$ cat config.mk
export PLATFORM = sky130hd
export DESIGN_NAME = timer_wave_ctrl
export DESIGN_NICKNAME = d
export VERILOG_FILES = /design/src/timer_wave_pkg.sv /design/src/compare_pin_ctrl.sv /design/src/timer_wave_ctrl.sv
export SDC_FILE = /design/constraint.sdc
export NUM_CORES = 1
export LEC_CHECK = 0
export ABC_AREA = 1
export BUFFER_PORTS_ARGS = -buffer_cell sky130_fd_sc_hd__buf_2
export CAP_MARGIN = 20
export CORE_UTILIZATION = 67
export CTS_CLUSTER_DIAMETER = 30
export DETAILED_ROUTE_END_ITERATION = 16
export GPL_TIMING_DRIVEN = 0
export PLACE_DENSITY = 0.87
export REMOVE_ABC_BUFFERS = 1
export SLEW_MARGIN = 5
export SYNTH_ARGS = -nofsm -noshare
export SYNTH_HDL_FRONTEND = slang
export SYNTH_SLANG_ARGS = --single-unit
export TNS_END_PERCENT = 10
$ cat constraint.sdc
create_clock -name sys_clk_i -period 9.05 [get_ports sys_clk_i]
set_clock_uncertainty 0.05 [all_clocks]
set_input_delay 1.3575 -clock sys_clk_i [delete_from_list [all_inputs] [get_ports sys_clk_i]]
set_output_delay 1.3575 -clock sys_clk_i [all_outputs]
set_load 0.02 [all_outputs]
$ cat src/timer_wave_pkg.sv
// Constants, encodings and carrier types for the timer waveform and output control block
// ****************************************************************
// ****************************************************************
package timer_wave_pkg;

  // ****************************************************************
  // Bus and register map
  // ****************************************************************
  localparam int ADDR_W = 8;
  localparam int DATA_W = 32;
  localparam int CNT_W = 16;
  localparam int IRQ_W = 4;
  localparam logic [ADDR_W-1:0] OFS_CTRL_FIRST = 8'h00;
  localparam logic [ADDR_W-1:0] OFS_CTRL_SECOND = 8'h04;
  localparam logic [ADDR_W-1:0] OFS_CMP_A = 8'h08;
  localparam logic [ADDR_W-1:0] OFS_CMP_B = 8'h0c;
  localparam logic [ADDR_W-1:0] OFS_CAPTURE = 8'h10;
  localparam logic [ADDR_W-1:0] OFS_COUNTER = 8'h14;
  localparam logic [ADDR_W-1:0] OFS_IRQ_STATUS = 8'h18;
  localparam logic [ADDR_W-1:0] OFS_IRQ_CLEAR = 8'h1c;
  localparam logic [ADDR_W-1:0] OFS_IRQ_ENABLE = 8'h20;
  localparam logic [ADDR_W-1:0] OFS_PRESCALE = 8'h24;

  // ****************************************************************
  // Field positions and reset values
  // ****************************************************************
  localparam int CHA_HI = 7;
  localparam int CHA_LO = 6;
  localparam int CHB_HI = 5;
  localparam int CHB_LO = 4;
  localparam int WAVE_LOW_HI = 1;
  localparam int WAVE_LOW_LO = 0;
  localparam int WAVE_HIGH_HI = 4;
  localparam int WAVE_HIGH_LO = 3;
  localparam logic [7:0] CTRL_FIRST_RESET = 8'h00;
  localparam logic [7:0] CTRL_FIRST_WMASK = 8'hf3;
  localparam logic [1:0] WAVE_HIGH_RESET = 2'h0;
  localparam logic [CNT_W-1:0] CNT_RESET = 16'h0000;
  localparam logic [IRQ_W-1:0] IRQ_RESET = 4'h0;
  localparam int IRQ_OVF = 0;
  localparam int IRQ_MATCH_A = 1;
  localparam int IRQ_MATCH_B = 2;
  localparam int IRQ_TOP = 3;

  // ****************************************************************
  // Counter limits
  // ****************************************************************
  localparam logic [CNT_W-1:0] TOP_MAX = 16'hffff;
  localparam logic [CNT_W-1:0] TOP_8BIT = 16'h00ff;
  localparam logic [CNT_W-1:0] TOP_9BIT = 16'h01ff;
  localparam logic [CNT_W-1:0] TOP_10BIT = 16'h03ff;
  localparam logic [CNT_W-1:0] BOTTOM = 16'h0000;
  localparam logic [CNT_W-1:0] CNT_STEP = 16'h0001;

  // ****************************************************************
  // Encodings
  // ****************************************************************
  typedef enum logic [3:0] {
    WM_NORMAL = 4'h0, WM_PC8 = 4'h1, WM_PC9 = 4'h2, WM_PC10 = 4'h3,
    WM_CTC_CMPA = 4'h4, WM_FAST8 = 4'h5, WM_FAST9 = 4'h6, WM_FAST10 = 4'h7,
    WM_PFC_CAPTURE = 4'h8, WM_PFC_CMPA = 4'h9, WM_PC_CAPTURE = 4'ha, WM_PC_CMPA = 4'hb,
    WM_CTC_CAPTURE = 4'hc, WM_RESERVED = 4'hd, WM_FAST_CAPTURE = 4'he, WM_FAST_CMPA = 4'hf
  } waveform_mode_t;

  typedef enum logic [1:0] {
    OM_OFF = 2'h0, OM_TOGGLE = 2'h1, OM_CLEAR = 2'h2, OM_SET = 2'h3
  } output_mode_t;

  typedef enum logic [1:0] {
    WC_NON_PWM = 2'h0, WC_FAST = 2'h1, WC_DUAL = 2'h2
  } wave_class_t;

  typedef enum logic {
    DIR_UP = 1'b0, DIR_DOWN = 1'b1
  } count_dir_t;

  // Per-tick view of the counter handed to each compare channel
  typedef struct packed {
    logic tick;
    logic match;
    logic at_top;
    count_dir_t dir;
    logic cmp_top;
    logic cmp_bottom;
    logic toggle_ok;
    wave_class_t wclass;
  } chan_event_t;

endpackage

$ cat src/compare_pin_ctrl.sv
// One compare channel: output level and pin takeover from its output field
module compare_pin_ctrl
  import timer_wave_pkg::*;
(
  input wire logic clk_i,
  input wire logic rst_n_i,
  input wire output_mode_t mode_field_i,
  input wire chan_event_t ev_i,
  output logic pin_o,
  output logic drive_o
);

  // ****************************************************************
  // Action decode
  // ****************************************************************
  logic is_toggle;
  logic is_clear;
  logic is_set;
  logic toggle_dead;
  logic next_pin;

  assign is_toggle = mode_field_i == OM_TOGGLE;
  assign is_clear = mode_field_i == OM_CLEAR;
  assign is_set = mode_field_i == OM_SET;
  // Toggle in a PWM class only where allowed, else channel is disconnected
  assign toggle_dead = is_toggle && (ev_i.wclass != WC_NON_PWM) && !ev_i.toggle_ok;

  // Level the pin takes on this tick
  always_comb begin
    next_pin = pin_o;
    if (ev_i.tick) begin
      case (ev_i.wclass)
        WC_NON_PWM: begin
          if (ev_i.match) begin
            if (is_toggle) next_pin = !pin_o;
            else if (is_clear) next_pin = 1'b0;
            else if (is_set) next_pin = 1'b1;
          end
        end
        WC_FAST: begin
          if (is_toggle && !toggle_dead && ev_i.match) next_pin = !pin_o;
          else if (ev_i.at_top && (is_clear || is_set)) next_pin = is_clear;
          else if (ev_i.match && !ev_i.cmp_top && (is_clear || is_set))
            next_pin = is_set;
        end
        WC_DUAL: begin
          if (is_toggle && !toggle_dead && ev_i.match) next_pin = !pin_o;
          else if ((is_clear || is_set) && ev_i.cmp_bottom) next_pin = is_set;
          else if ((is_clear || is_set) && ev_i.cmp_top) next_pin = is_clear;
          else if ((is_clear || is_set) && ev_i.match) begin
            next_pin = (ev_i.dir == DIR_UP) ? is_set : is_clear;
          end
        end
        default: next_pin = pin_o;
      endcase
    end
  end

  // Output flops
  always_ff @(posedge clk_i or negedge rst_n_i) begin
    if (!rst_n_i) begin
      pin_o <= 1'b0;
      drive_o <= 1'b0;
    end else begin
      pin_o <= next_pin;
      drive_o <= (mode_field_i != OM_OFF) && !toggle_dead;
    end
  end

endmodule

$ cat src/timer_wave_ctrl.sv
// Timer waveform generation, compare output control and its APB register file
//
// The register offsets and register access over APB were chosen for this implementation.
module timer_wave_ctrl
  import timer_wave_pkg::*;
(
  input wire logic sys_clk_i,
  input wire logic resetn_i,
  input wire logic psel_i,
  input wire logic penable_i,
  input wire logic pwrite_i,
  input wire logic [ADDR_W-1:0] paddr_i,
  input wire logic [DATA_W-1:0] pwdata_i,
  output logic [DATA_W-1:0] prdata_o,
  output logic pready_o,
  output logic pslverr_o,
  output logic compare_out_chan_a_o,
  output logic compare_out_chan_a_oe_o,
  output logic compare_out_chan_b_o,
  output logic compare_out_chan_b_oe_o,
  output logic irq_o
);

  // ****************************************************************
  // Reset synchroniser
  // ****************************************************************
  logic rst_meta;
  logic rst_n;

  // Release reset through two flops, assert at once
  always_ff @(posedge sys_clk_i or negedge resetn_i) begin
    if (!resetn_i) begin
      rst_meta <= 1'b0;
      rst_n <= 1'b0;
    end else begin
      rst_meta <= 1'b1;
      rst_n <= rst_meta;
    end
  end

  // ****************************************************************
  // Registers
  // ****************************************************************
  logic [7:0] timer_waveform_control_a;
  logic [1:0] waveform_mode_high;
  logic [CNT_W-1:0] compare_value_chan_a;
  logic [CNT_W-1:0] compare_value_chan_b;
  logic [CNT_W-1:0] active_cmp_a;
  logic [CNT_W-1:0] active_cmp_b;
  logic [CNT_W-1:0] capture_value;
  logic [CNT_W-1:0] counter_value;
  logic [CNT_W-1:0] prescale;
  logic [CNT_W-1:0] prescale_cnt;
  logic [IRQ_W-1:0] irq_status;
  logic [IRQ_W-1:0] irq_enable;
  count_dir_t dir;

  // ****************************************************************
  // APB decode
  // ****************************************************************
  logic access;
  logic wr_en;
  logic sel_ctrl_first;
  logic sel_ctrl_second;
  logic sel_cmp_a;
  logic sel_cmp_b;
  logic sel_capture;
  logic sel_counter;
  logic sel_status;
  logic sel_clear;
  logic sel_enable;
  logic sel_prescale;
  logic addr_hit;
  logic [DATA_W-1:0] rd_mux;

  // Second access cycle completes the transfer
  assign access = psel_i && penable_i && pready_o;
  assign wr_en = access && pwrite_i;
  assign sel_ctrl_first = paddr_i == OFS_CTRL_FIRST;
  assign sel_ctrl_second = paddr_i == OFS_CTRL_SECOND;
  assign sel_cmp_a = paddr_i == OFS_CMP_A;
  assign sel_cmp_b = paddr_i == OFS_CMP_B;
  assign sel_capture = paddr_i == OFS_CAPTURE;
  assign sel_counter = paddr_i == OFS_COUNTER;
  assign sel_status = paddr_i == OFS_IRQ_STATUS;
  assign sel_clear = paddr_i == OFS_IRQ_CLEAR;
  assign sel_enable = paddr_i == OFS_IRQ_ENABLE;
  assign sel_prescale = paddr_i == OFS_PRESCALE;
  assign addr_hit = sel_ctrl_first || sel_ctrl_second || sel_cmp_a || sel_cmp_b
                    || sel_capture || sel_counter || sel_status || sel_clear
                    || sel_enable || sel_prescale;

  // Read data selection, unused upper bits read zero
  always_comb begin
    rd_mux = '0;
    if (sel_ctrl_first) rd_mux[7:0] = timer_waveform_control_a & CTRL_FIRST_WMASK;
    if (sel_ctrl_second) rd_mux[WAVE_HIGH_HI:WAVE_HIGH_LO] = waveform_mode_high;
    if (sel_cmp_a) rd_mux[CNT_W-1:0] = compare_value_chan_a;
    if (sel_cmp_b) rd_mux[CNT_W-1:0] = compare_value_chan_b;
    if (sel_capture) rd_mux[CNT_W-1:0] = capture_value;
    if (sel_counter) rd_mux[CNT_W-1:0] = counter_value;
    if (sel_status) rd_mux[IRQ_W-1:0] = irq_status;
    if (sel_enable) rd_mux[IRQ_W-1:0] = irq_enable;
    if (sel_prescale) rd_mux[CNT_W-1:0] = prescale;
  end

  // Bus answer: one wait state, error on unmapped address
  always_ff @(posedge sys_clk_i or negedge rst_n) begin
    if (!rst_n) begin
      pready_o <= 1'b0;
      pslverr_o <= 1'b0;
      prdata_o <= '0;
    end else begin
      pready_o <= psel_i && penable_i && !pready_o;
      pslverr_o <= psel_i && penable_i && !pready_o && !addr_hit;
      if (psel_i && penable_i && !pready_o) prdata_o <= pwrite_i ? '0 : rd_mux;
    end
  end

  // ****************************************************************
  // Waveform mode decode
  // ****************************************************************
  waveform_mode_t wave_mode;
  wave_class_t wclass;
  output_mode_t field_a;
  output_mode_t field_b;
  logic [CNT_W-1:0] top_value;
  logic immediate_update;
  logic update_at_top;
  logic update_at_bottom;
  logic flag_at_max;
  logic flag_at_top;
  logic toggle_a_ok;

  // Four-bit mode from two registers
  assign wave_mode = waveform_mode_t'({waveform_mode_high,
                     timer_waveform_control_a[WAVE_LOW_HI:WAVE_LOW_LO]});
  assign field_a = output_mode_t'(timer_waveform_control_a[CHA_HI:CHA_LO]);
  assign field_b = output_mode_t'(timer_waveform_control_a[CHB_HI:CHB_LO]);

  // Per mode: class, TOP source, reload point and flag point
  always_comb begin
    wclass = WC_NON_PWM;
    top_value = TOP_MAX;
    immediate_update = 1'b1;
    update_at_top = 1'b0;
    update_at_bottom = 1'b0;
    flag_at_max = 1'b1;
    flag_at_top = 1'b0;
    toggle_a_ok = 1'b0;
    case (wave_mode)
      WM_NORMAL: top_value = TOP_MAX;
      WM_CTC_CMPA: top_value = active_cmp_a;
      WM_CTC_CAPTURE: top_value = capture_value;
      WM_PC8, WM_PC9, WM_PC10, WM_PC_CAPTURE, WM_PC_CMPA: begin
        wclass = WC_DUAL;
        immediate_update = 1'b0;
        update_at_top = 1'b1;
        flag_at_max = 1'b0;
        toggle_a_ok = (wave_mode == WM_PC_CAPTURE) || (wave_mode == WM_PC_CMPA);
        case (wave_mode)
          WM_PC8: top_value = TOP_8BIT;
          WM_PC9: top_value = TOP_9BIT;
          WM_PC10: top_value = TOP_10BIT;
          WM_PC_CAPTURE: top_value = capture_value;
          default: top_value = active_cmp_a;
        endcase
      end
      WM_PFC_CAPTURE, WM_PFC_CMPA: begin
        wclass = WC_DUAL;
        immediate_update = 1'b0;
        update_at_bottom = 1'b1;
        flag_at_max = 1'b0;
        toggle_a_ok = 1'b1;
        top_value = (wave_mode == WM_PFC_CAPTURE) ? capture_value : active_cmp_a;
      end
      WM_FAST8, WM_FAST9, WM_FAST10, WM_FAST_CAPTURE, WM_FAST_CMPA: begin
        wclass = WC_FAST;
        immediate_update = 1'b0;
        update_at_top = 1'b1;
        flag_at_max = 1'b0;
        flag_at_top = 1'b1;
        toggle_a_ok = (wave_mode == WM_FAST_CAPTURE) || (wave_mode == WM_FAST_CMPA);
        case (wave_mode)
          WM_FAST8: top_value = TOP_8BIT;
          WM_FAST9: top_value = TOP_9BIT;
          WM_FAST10: top_value = TOP_10BIT;
          WM_FAST_CAPTURE: top_value = capture_value;
          default: top_value = active_cmp_a;
        endcase
      end
      WM_RESERVED: top_value = TOP_MAX;
      default: top_value = TOP_MAX;
    endcase
  end

  // ****************************************************************
  // Timer clock enable
  // ****************************************************************
  logic tick;

  assign tick = prescale_cnt >= prescale;

  // Divide the system clock by prescale plus one
  always_ff @(posedge sys_clk_i or negedge rst_n) begin
    if (!rst_n) prescale_cnt <= CNT_RESET;
    else prescale_cnt <= tick ? CNT_RESET : CNT_W'(prescale_cnt + CNT_STEP);
  end

  // ****************************************************************
  // Counter core
  // ****************************************************************
  logic at_top;
  logic at_bottom;
  logic at_max;
  logic [CNT_W-1:0] next_counter;
  count_dir_t next_dir;
  logic counter_wr;

  assign at_top = counter_value >= top_value;
  assign at_bottom = counter_value == BOTTOM;
  assign at_max = counter_value == TOP_MAX;
  assign counter_wr = wr_en && sel_counter;

  // Single slope wraps at TOP, dual slope turns round at TOP and BOTTOM
  always_comb begin
    next_counter = counter_value;
    next_dir = dir;
    if (counter_wr) begin
      next_counter = pwdata_i[CNT_W-1:0];
    end else if (tick) begin
      if (wclass == WC_DUAL) begin
        if (dir == DIR_UP) begin
          if (at_top) begin
            next_dir = DIR_DOWN;
            next_counter = CNT_W'(counter_value - CNT_STEP);
          end else begin
            next_counter = CNT_W'(counter_value + CNT_STEP);
          end
        end else if (at_bottom) begin
          next_dir = DIR_UP;
          next_counter = CNT_W'(counter_value + CNT_STEP);
        end else begin
          next_counter = CNT_W'(counter_value - CNT_STEP);
        end
      end else begin
        next_dir = DIR_UP;
        next_counter = at_top ? BOTTOM : CNT_W'(counter_value + CNT_STEP);
      end
    end
  end

  // Counter and direction state
  always_ff @(posedge sys_clk_i or negedge rst_n) begin
    if (!rst_n) begin
      counter_value <= CNT_RESET;
      dir <= DIR_UP;
    end else begin
      counter_value <= next_counter;
      dir <= next_dir;
    end
  end

  // ****************************************************************
  // Compare buffers
  // ****************************************************************
  logic reload;

  // Reload point depends on mode
  assign reload = immediate_update
                  || (tick && update_at_top && at_top)
                  || (tick && update_at_bottom && at_bottom);

  always_ff @(posedge sys_clk_i or negedge rst_n) begin
    if (!rst_n) begin
      active_cmp_a <= CNT_RESET;
      active_cmp_b <= CNT_RESET;
    end else if (reload) begin
      active_cmp_a <= compare_value_chan_a;
      active_cmp_b <= compare_value_chan_b;
    end
  end

  // ****************************************************************
  // Events and compare channels
  // ****************************************************************
  logic [IRQ_W-1:0] events;
  logic overflow_flag;
  chan_event_t ev_a;
  chan_event_t ev_b;

  // Overflow at MAX, TOP or BOTTOM by mode
  assign overflow_flag = tick && (flag_at_max ? at_max :
                         flag_at_top ? at_top : at_bottom);
  assign events[IRQ_OVF] = overflow_flag;
  assign events[IRQ_MATCH_A] = tick && (counter_value == active_cmp_a);
  assign events[IRQ_MATCH_B] = tick && (counter_value == active_cmp_b);
  assign events[IRQ_TOP] = tick && at_top;

  assign ev_a = '{tick: tick, match: counter_value == active_cmp_a, at_top: at_top,
                  dir: dir, cmp_top: active_cmp_a == top_value,
                  cmp_bottom: active_cmp_a == BOTTOM, toggle_ok: toggle_a_ok,
                  wclass: wclass};
  // Channel B never toggles in PWM classes
  assign ev_b = '{tick: tick, match: counter_value == active_cmp_b, at_top: at_top,
                  dir: dir, cmp_top: active_cmp_b == top_value,
                  cmp_bottom: active_cmp_b == BOTTOM, toggle_ok: 1'b0,
                  wclass: wclass};

  compare_pin_ctrl chan_a (
    .clk_i(sys_clk_i),
    .rst_n_i(rst_n),
    .mode_field_i(field_a),
    .ev_i(ev_a),
    .pin_o(compare_out_chan_a_o),
    .drive_o(compare_out_chan_a_oe_o)
  );

  compare_pin_ctrl chan_b (
    .clk_i(sys_clk_i),
    .rst_n_i(rst_n),
    .mode_field_i(field_b),
    .ev_i(ev_b),
    .pin_o(compare_out_chan_b_o),
    .drive_o(compare_out_chan_b_oe_o)
  );

  // ****************************************************************
  // Software registers
  // ****************************************************************
  logic [IRQ_W-1:0] clear_bits;

  assign clear_bits = (wr_en && sel_clear) ? pwdata_i[IRQ_W-1:0] : IRQ_RESET;

  // Control and compare writes; reserved control bits stay zero
  always_ff @(posedge sys_clk_i or negedge rst_n) begin
    if (!rst_n) begin
      timer_waveform_control_a <= CTRL_FIRST_RESET;
      waveform_mode_high <= WAVE_HIGH_RESET;
      compare_value_chan_a <= CNT_RESET;
      compare_value_chan_b <= CNT_RESET;
      capture_value <= CNT_RESET;
      prescale <= CNT_RESET;
      irq_enable <= IRQ_RESET;
    end else begin
      if (wr_en && sel_ctrl_first)
        timer_waveform_control_a <= pwdata_i[7:0] & CTRL_FIRST_WMASK;
      if (wr_en && sel_ctrl_second)
        waveform_mode_high <= pwdata_i[WAVE_HIGH_HI:WAVE_HIGH_LO];
      if (wr_en && sel_cmp_a) compare_value_chan_a <= pwdata_i[CNT_W-1:0];
      if (wr_en && sel_cmp_b) compare_value_chan_b <= pwdata_i[CNT_W-1:0];
      if (wr_en && sel_capture) capture_value <= pwdata_i[CNT_W-1:0];
      if (wr_en && sel_prescale) prescale <= pwdata_i[CNT_W-1:0];
      if (wr_en && sel_enable) irq_enable <= pwdata_i[IRQ_W-1:0];
    end
  end

  // Sticky status, a new event wins over a clear in the same cycle
  always_ff @(posedge sys_clk_i or negedge rst_n) begin
    if (!rst_n) begin
      irq_status <= IRQ_RESET;
      irq_o <= 1'b0;
    end else begin
      irq_status <= (irq_status & ~clear_bits) | events;
      irq_o <= |(irq_status & irq_enable);
    end
  end

endmodule

# Word-level counts from Yosys, hierarchy flattened
# Index checks and enable logic that the tools add are counted.
[totals]
ff_bits = 186
in_bits = 45
output_inout_bits = 39
wordCells = 228
[classes]
add_sub_neg = 3
n_lt_le_gt_ge = 2
eq_ne = 45
muxes = 61
bitwise = 5
reduce_logical = 89
[op_table]
columns = ["cell", "count"]
rows = [
  ["two-way mux 16 bit", 15],
  ["one-hot mux 16 bit (4 select lines)", 2],
  ["one-hot mux 16 bit (6 select lines)", 1],
  ["equality test 16 bit", 4],
  ["logical NOT 16 bit", 3],
  ["logical AND 1 bit", 43],
  ["two-way mux 1 bit", 34],
  ["adder 16 x 1 -> 16 bit (second input constant)", 2],
  ["equality test 4 bit (second input constant)", 8],
  ["equality test 8 x 5 -> 1 bit (second input constant)", 4],
  ["greater-or-equal comparator 16 bit", 2],
  ["equality test 16 bit (second input constant)", 1],
  ["equality test 4 x 3 -> 1 bit (second input constant)", 4],
  ["equality test 8 x 4 -> 1 bit (second input constant)", 2],
  ["equality test 8 x 6 -> 1 bit (second input constant)", 2],
  ["inequality test 4 x 1 -> 1 bit (second input constant)", 4],
  ["subtractor 16 x 1 -> 16 bit (second input constant)", 1],
  ["logical OR 1 bit", 15],
  ["two-way mux 4 bit", 3],
  ["AND reduction 6 bit", 2],
  ["OR reduction 12 bit", 1],
  ["equality test 2 bit (second input constant)", 5],
  ["inequality test 5 x 1 -> 1 bit (second input constant)", 2],
  ["OR reduction 10 bit", 1],
  ["24 further kinds", 44],
]

# Longest topological paths before layout
[logic_depth]
depth_word = 12
ltp_mapped = 26
depth_no_buf = 24

# Modules after synthesis
# A second synthesis with hierarchy kept.
[unflattened]
hier_cells = 1646
area_unflattened_um2 = 11793.8
[modules_own_cells]
columns = ["mod", "n_inst", "cells_each", "area_per_inst_um2"]
rows = [
  ["timer_wave_ctrl", 1, 1520, 11035.6],
  ["compare_pin_ctrl", 2, 63, 379.1],
]

# Worst setup path before layout
# No wires, ideal clock.
[synth_timing]
kind = "register to register"
start = "register waveform_mode_high[0]"
end = "register counter_value[11]"
setup_time_ns = 0.123
t_arrival_ns = 3.117
t_required_ns = 8.877
slack_ns = 5.760
stages_incl_launch_ff = 23
n_path_buf = 3
synth_period_minus_slack_ns = 3.290
path_cell_list = "dfrtp_1 -> buf_6 -> nor2_1 -> nand2_2 -> nand2_1 -> nor2_1 -> nor2_1 -> nor2_4 -> nand3_1 -> inv_1 -> ha_1 -> a21oi_1 -> o21a_1 -> o221ai_1 -> nand2_1 -> nand3_1 -> buf_2 -> clkinv_1 -> clkbuf_1 -> nand3b_1 -> a21oi_1 -> o21ai_0 -> nand2_1"
[synth_between]
elab_chain_len = 9
[synth_rtl]
columns = ["element", "line", "rtl"]
rows = [
  ["from (decl)", "timer_wave_ctrl.sv:45", "logic [1:0] waveform_mode_high;"],
  ["from (signal assigned)", "timer_wave_ctrl.sv:349", "waveform_mode_high <= pwdata_i[WAVE_HIGH_HI:WAVE_HIGH_LO];"],
  ["equality test 4 bit, or another cell as far along", "timer_wave_ctrl.sv:151, timer_wave_ctrl.sv:184", ""],
  ["one-hot mux 16 bit (4 select lines), or another cell as far along", "timer_wave_ctrl.sv:184", "case (wave_mode)"],
  ["one-hot mux 16 bit (6 select lines)", "timer_wave_ctrl.sv:151", "case (wave_mode)"],
  ["greater-or-equal comparator 16 bit", "timer_wave_ctrl.sv:220", "assign at_top = counter_value >= top_value;"],
  ["two-way mux 16 bit", "timer_wave_ctrl.sv:234", "if (at_top) begin"],
  ["two-way mux 16 bit", "timer_wave_ctrl.sv:233", "if (dir == DIR_UP) begin"],
  ["two-way mux 16 bit *", "timer_wave_ctrl.sv:232", "if (wclass == WC_DUAL) begin"],
  ["two-way mux 16 bit *", "timer_wave_ctrl.sv:231", "end else if (tick) begin"],
  ["two-way mux 16 bit *", "timer_wave_ctrl.sv:229", "if (counter_wr) begin"],
  ["to (signal assigned)", "timer_wave_ctrl.sv:259", "counter_value <= next_counter;"],
  ["to (decl)", "timer_wave_ctrl.sv:51", "logic [CNT_W-1:0] counter_value;"],
]
# Mark *: on every way between the ends. The rest lies on a longest branch, timed or not. The select of a mux whose other input is x is not followed.
# A chain may end at the register's enable or synchronous reset.

# Final worst setup path
[layout_timing]
start = "register timer_waveform_control_a[0]"
end = "register counter_value[13]"
[layout_between]
elab_chain_len = 9
[layout_rtl]
columns = ["element", "line", "rtl"]
rows = [
  ["from (decl)", "timer_wave_ctrl.sv:44", "logic [7:0] timer_waveform_control_a;"],
  ["from (signal assigned)", "timer_wave_ctrl.sv:347", "timer_waveform_control_a <= pwdata_i[7:0] & CTRL_FIRST_WMASK;"],
  ["equality test 4 bit, or another cell as far along", "timer_wave_ctrl.sv:151, timer_wave_ctrl.sv:184", ""],
  ["one-hot mux 16 bit (4 select lines), or another cell as far along", "timer_wave_ctrl.sv:184", ""],
  ["one-hot mux 16 bit (6 select lines)", "timer_wave_ctrl.sv:151", ""],
  ["greater-or-equal comparator 16 bit", "timer_wave_ctrl.sv:220", ""],
  ["two-way mux 16 bit", "timer_wave_ctrl.sv:234", ""],
  ["two-way mux 16 bit", "timer_wave_ctrl.sv:233", ""],
  ["two-way mux 16 bit *", "timer_wave_ctrl.sv:232", ""],
  ["two-way mux 16 bit *", "timer_wave_ctrl.sv:231", ""],
  ["two-way mux 16 bit *", "timer_wave_ctrl.sv:229", ""],
]
# Marked as above.

==> run metrics <==
switching pwr 0.780 mW; Worst Path Required 9.31 ns; Final setup viols 0; area share of the largest cell type after synthesis 35.5%; Total Die Area 0.0184 mm2; standard-cell row count 48; FMAX 166 MHz; most frequent CP cell nand2_1; DPL Wire Length 28,300 um; number of global-route vias before repair 10.9k; Hold Crit Class flip-flop to asynchronous set/reset pin; WL per Instance 19.7 um; Core ar. 0.0174 mm2; Post-Synthesis Cell Area 0.0120 mm2; Slowest-stage cell, CP clkinv_1; CTS Hold Bufs 0; Synth Instances 1,687; CTS root buf clkbuf_16; # DRC 0; cells along the critical path inv_1, nand2_2, nand2_2, nand2_1, inv_1, nand2_1, nand3_1, nand3_1, inv_1, ha_1, a21oi_1, o21a_1, o221ai_1, nand2_1, nand3_1, clkinv_1, nand3b_1, o21ai_0, nand2_1, o211ai_1, a22oi_1, o21ai_0; Multi-input gate area 0.00664 mm2; clk_lat worst skew 0.44 ns; Yosys reg bits 170; nets 1,790; top_reg_cell synth dfrtp_1; Final Cycle Share 66.6%; Worst Setup Path Type flip-flop to flip-flop; share of cells above drive strength 1 8.60%; Clock Path Buffers 2; worst-path fanout max 20; # fillers 1,392; P_leak 6.14 nW; Rel. slew slack 29.7%; WL met2 16,900 um; 1st-iter DRT viols 1,499; Detail Route Antenna Nets 0; Pwr Total 2.15 mW; Post-CTS Resized 0; routed wl met3 4370 um; placer congestion estimate 1.01; Hold Vio Cnt, Final 0; fin crit period 6.03 ns; sequential share of power 41.8%; top cells by area, synth dfrtp_1 (36%), nand2_1 (14%), o21ai_0 (7.3%); CP peak stage delay 0.83 ns; combinational share of power 21.9%; PwrDens 167 mW/mm2; # Post-CTS Setup Buffers 0; CP arrival 6.29 ns; Max Used Layer met4; end of the worst register-to-register path counter_value[13]$_DFFE_PN0P_; Slew Viols, Final 0; most instantiated library cell after synthesis nand2_1; Clock transition at path regs 0.07 ns; Yosys cell types 52; routed length on met1 15,500 um; Die X-Extent 136 um; Port Buffers 51; Tot GR Track Use 42.7%; Starting Density 69.0%; largest net degree at the start of global routing 63; warnings from Yosys 0; Peak VDD IR 0.140 mV; status finished, final reports clean; RSZ-0062 raised after global routing no; clock network power share 36.3%; first-pass GRT wire length 59,200 um; Synth area leader dfrtp_1; sw frac 36.3%; die span in y 136 um; Reg2Reg Depth 22; Post-synth top cells nand2_1 (449), inv_1 (178), o21ai_0 (175), dfrtp_1 (170), nor2_1 (142); area delta synth->final 7.49%; Clock Sinks 170; first-pass detailed-route iteration total 9; max_cap viols 0; routed vias/inst 6.30; number of flops mapped to enable cells by yosys 0; nature of the critical path endpoint flip-flop; sequential cell area fraction in the yosys report 35.5%; initial antenna violation count 1; GR Overflow Total 0; H-tree depth 4; DRT Wirelength 38,200 um; async set-reset flop share out of synthesis 100%; actual slew at the worst max-slew pin 1.05 ns; syn avg cell area 7.10 um2; CTS tree done; Fin Setup TNS 0 ns; r2r startpoint timer_waveform_control_a[0]$_DFFE_PN0P_; CP endpoint counter_value[13]$_DFFE_PN0P_; Num CTS Buffers 17; internal power 1.37 mW; crit path launch timer_waveform_control_a[0]$_DFFE_PN0P_; R2R Setup Slk 3.02 ns; I/O Pins 84; CP Launch Type flip-flop; Sequential cell area 0.00426 mm2; via count 12.2k
-- state kept, by name (all words and copies together) (netlist names) --
signal                    count
prescale_cnt                 16
rst_n                         1
capture_value                16
pready_o                      1
rst_meta                      1
prdata_o                     16
compare_value_chan_b         16
chan_b.pin_o                  1
pslverr_o                     1
chan_b.drive_o                1
prescale                     16
irq_enable                    4
timer_waveform_control_a      6
dir                           1
counter_value                16
chan_a.drive_o                1
active_cmp_b                 16
waveform_mode_high            2
irq_status                    4
active_cmp_a                 16
chan_a.pin_o                  1
compare_value_chan_a         16
irq_o                         1
-- worst max-delay path, delay by kind of cell (launching register included) --
kind / cells / cell delay [ns]
compound gates: 7 / 0.99
simple gates: 10 / 2.26
fa+ha+maj: 1 / 0.30
buf+inv: 4 / 1.49
flops: 1 / 0.78
-- cells by family (layout without fill, tap and decap cells) --
group | after synthesis | in the layout | synth area share (%)
buffers and inverters | 268 | 276 | 9.51
DFF | 170 | 170 | 35.5
xor gates and xnor gates | 38 | 38 | 2.78
adders and majority gates | 48 | 48 | 5.02
and+or+nand+nor | 826 | 826 | 30.5
other | 2 | 18 | 0.0627
AOI/OAI and AO/OA | 335 | 335 | 16.6
-- layout by cell type, fill, tap and decap left out, types with 18 or more instances in the layout --
| cell type | Yosys | final |
|---|---|---|
| nor2_1 | 142 | 142 |
| ha_1 | 48 | 48 |
| nand4_1 | 32 | 32 |
| nor3_1 | 18 | 18 |
| o21ai_0 | 175 | 175 |
| a21oi_1 | 67 | 67 |
| xor2_1 | 26 | 26 |
| nand2_1 | 449 | 449 |
| buf_2 | 6 | 51 |
| inv_1 | 178 | 178 |
| dfrtp_1 | 170 | 169 |
| nand3_1 | 116 | 116 |
-- how the worst min path moves through the flow --
| stage | from | end | slack, ns | depth (start not counted) |
|---|---|---|---|---|
| finish | rst_n$_DFF_PN0_ | prescale_cnt[15]$_DFF_PN0_ | 0.30 | 0 |
| global placement | rst_meta$_DFF_PN0_ | rst_n$_DFF_PN0_ | 0.29 | 0 |
| detailed placement | rst_meta$_DFF_PN0_ | rst_n$_DFF_PN0_ | 0.29 | 0 |
| floorplan | rst_meta$_DFF_PN0_ | rst_n$_DFF_PN0_ | 0.28 | 0 |
| CTS | rst_meta$_DFF_PN0_ | rst_n$_DFF_PN0_ | 0.31 | 0 |
| global route | rst_meta$_DFF_PN0_ | rst_n$_DFF_PN0_ | 0.32 | 0 |
-- power groups by stage --
stage | clock network, mW | registers (mW) | logic, mW
floorplan | 0 | 0.879 | 0.316
global placement | 0 | 0.918 | 0.417
detailed placement | 0 | 0.909 | 0.449
CTS | 0.776 | 0.894 | 0.451
global route | 0.802 | 0.904 | 0.522
finish | 0.781 | 0.900 | 0.471
-- final cells by class --
| cell class | instances | share of cell area, % |
|---|---|---|
| Antenna cell | 1 | 0.0194 |
| Clock buffer | 18 | 3.34 |
| Clock inverter | 14 | 1.42 |
| Inverter | 186 | 5.46 |
| Multi-Input combinational cell | 1264 | 51.6 |
| Sequential cell | 170 | 33.1 |
| Tap cell | 225 | 2.19 |
| Timing Repair Buffer | 58 | 2.86 |
-- metal layers --
metal / global-route usage [%] / vias up
li1: - / 5601
met1: 57.8 / 5664
met2: 65.3 / 809
met3: 9.91 / 126
met4: 18.4 / 0
met5: 0 / -
-- through the flow --
stage                     setup WS, ns  std cells  instance area, um2  util, %  hold slack (ns)
after detailed placement          3.15       1900               12200     70.5            0.290
final                             3.02       1936               12900     74.1            0.301
after global routing              2.68       1935               12900     74.1            0.320
after CTS                         3.12       1932               12800     74.0            0.306
after global placement            1.99       1896               12100     69.9            0.285
after floorplan                   3.91       1620               11600        -            0.281
Note: power is estimated with default switching activity, not from simulation.
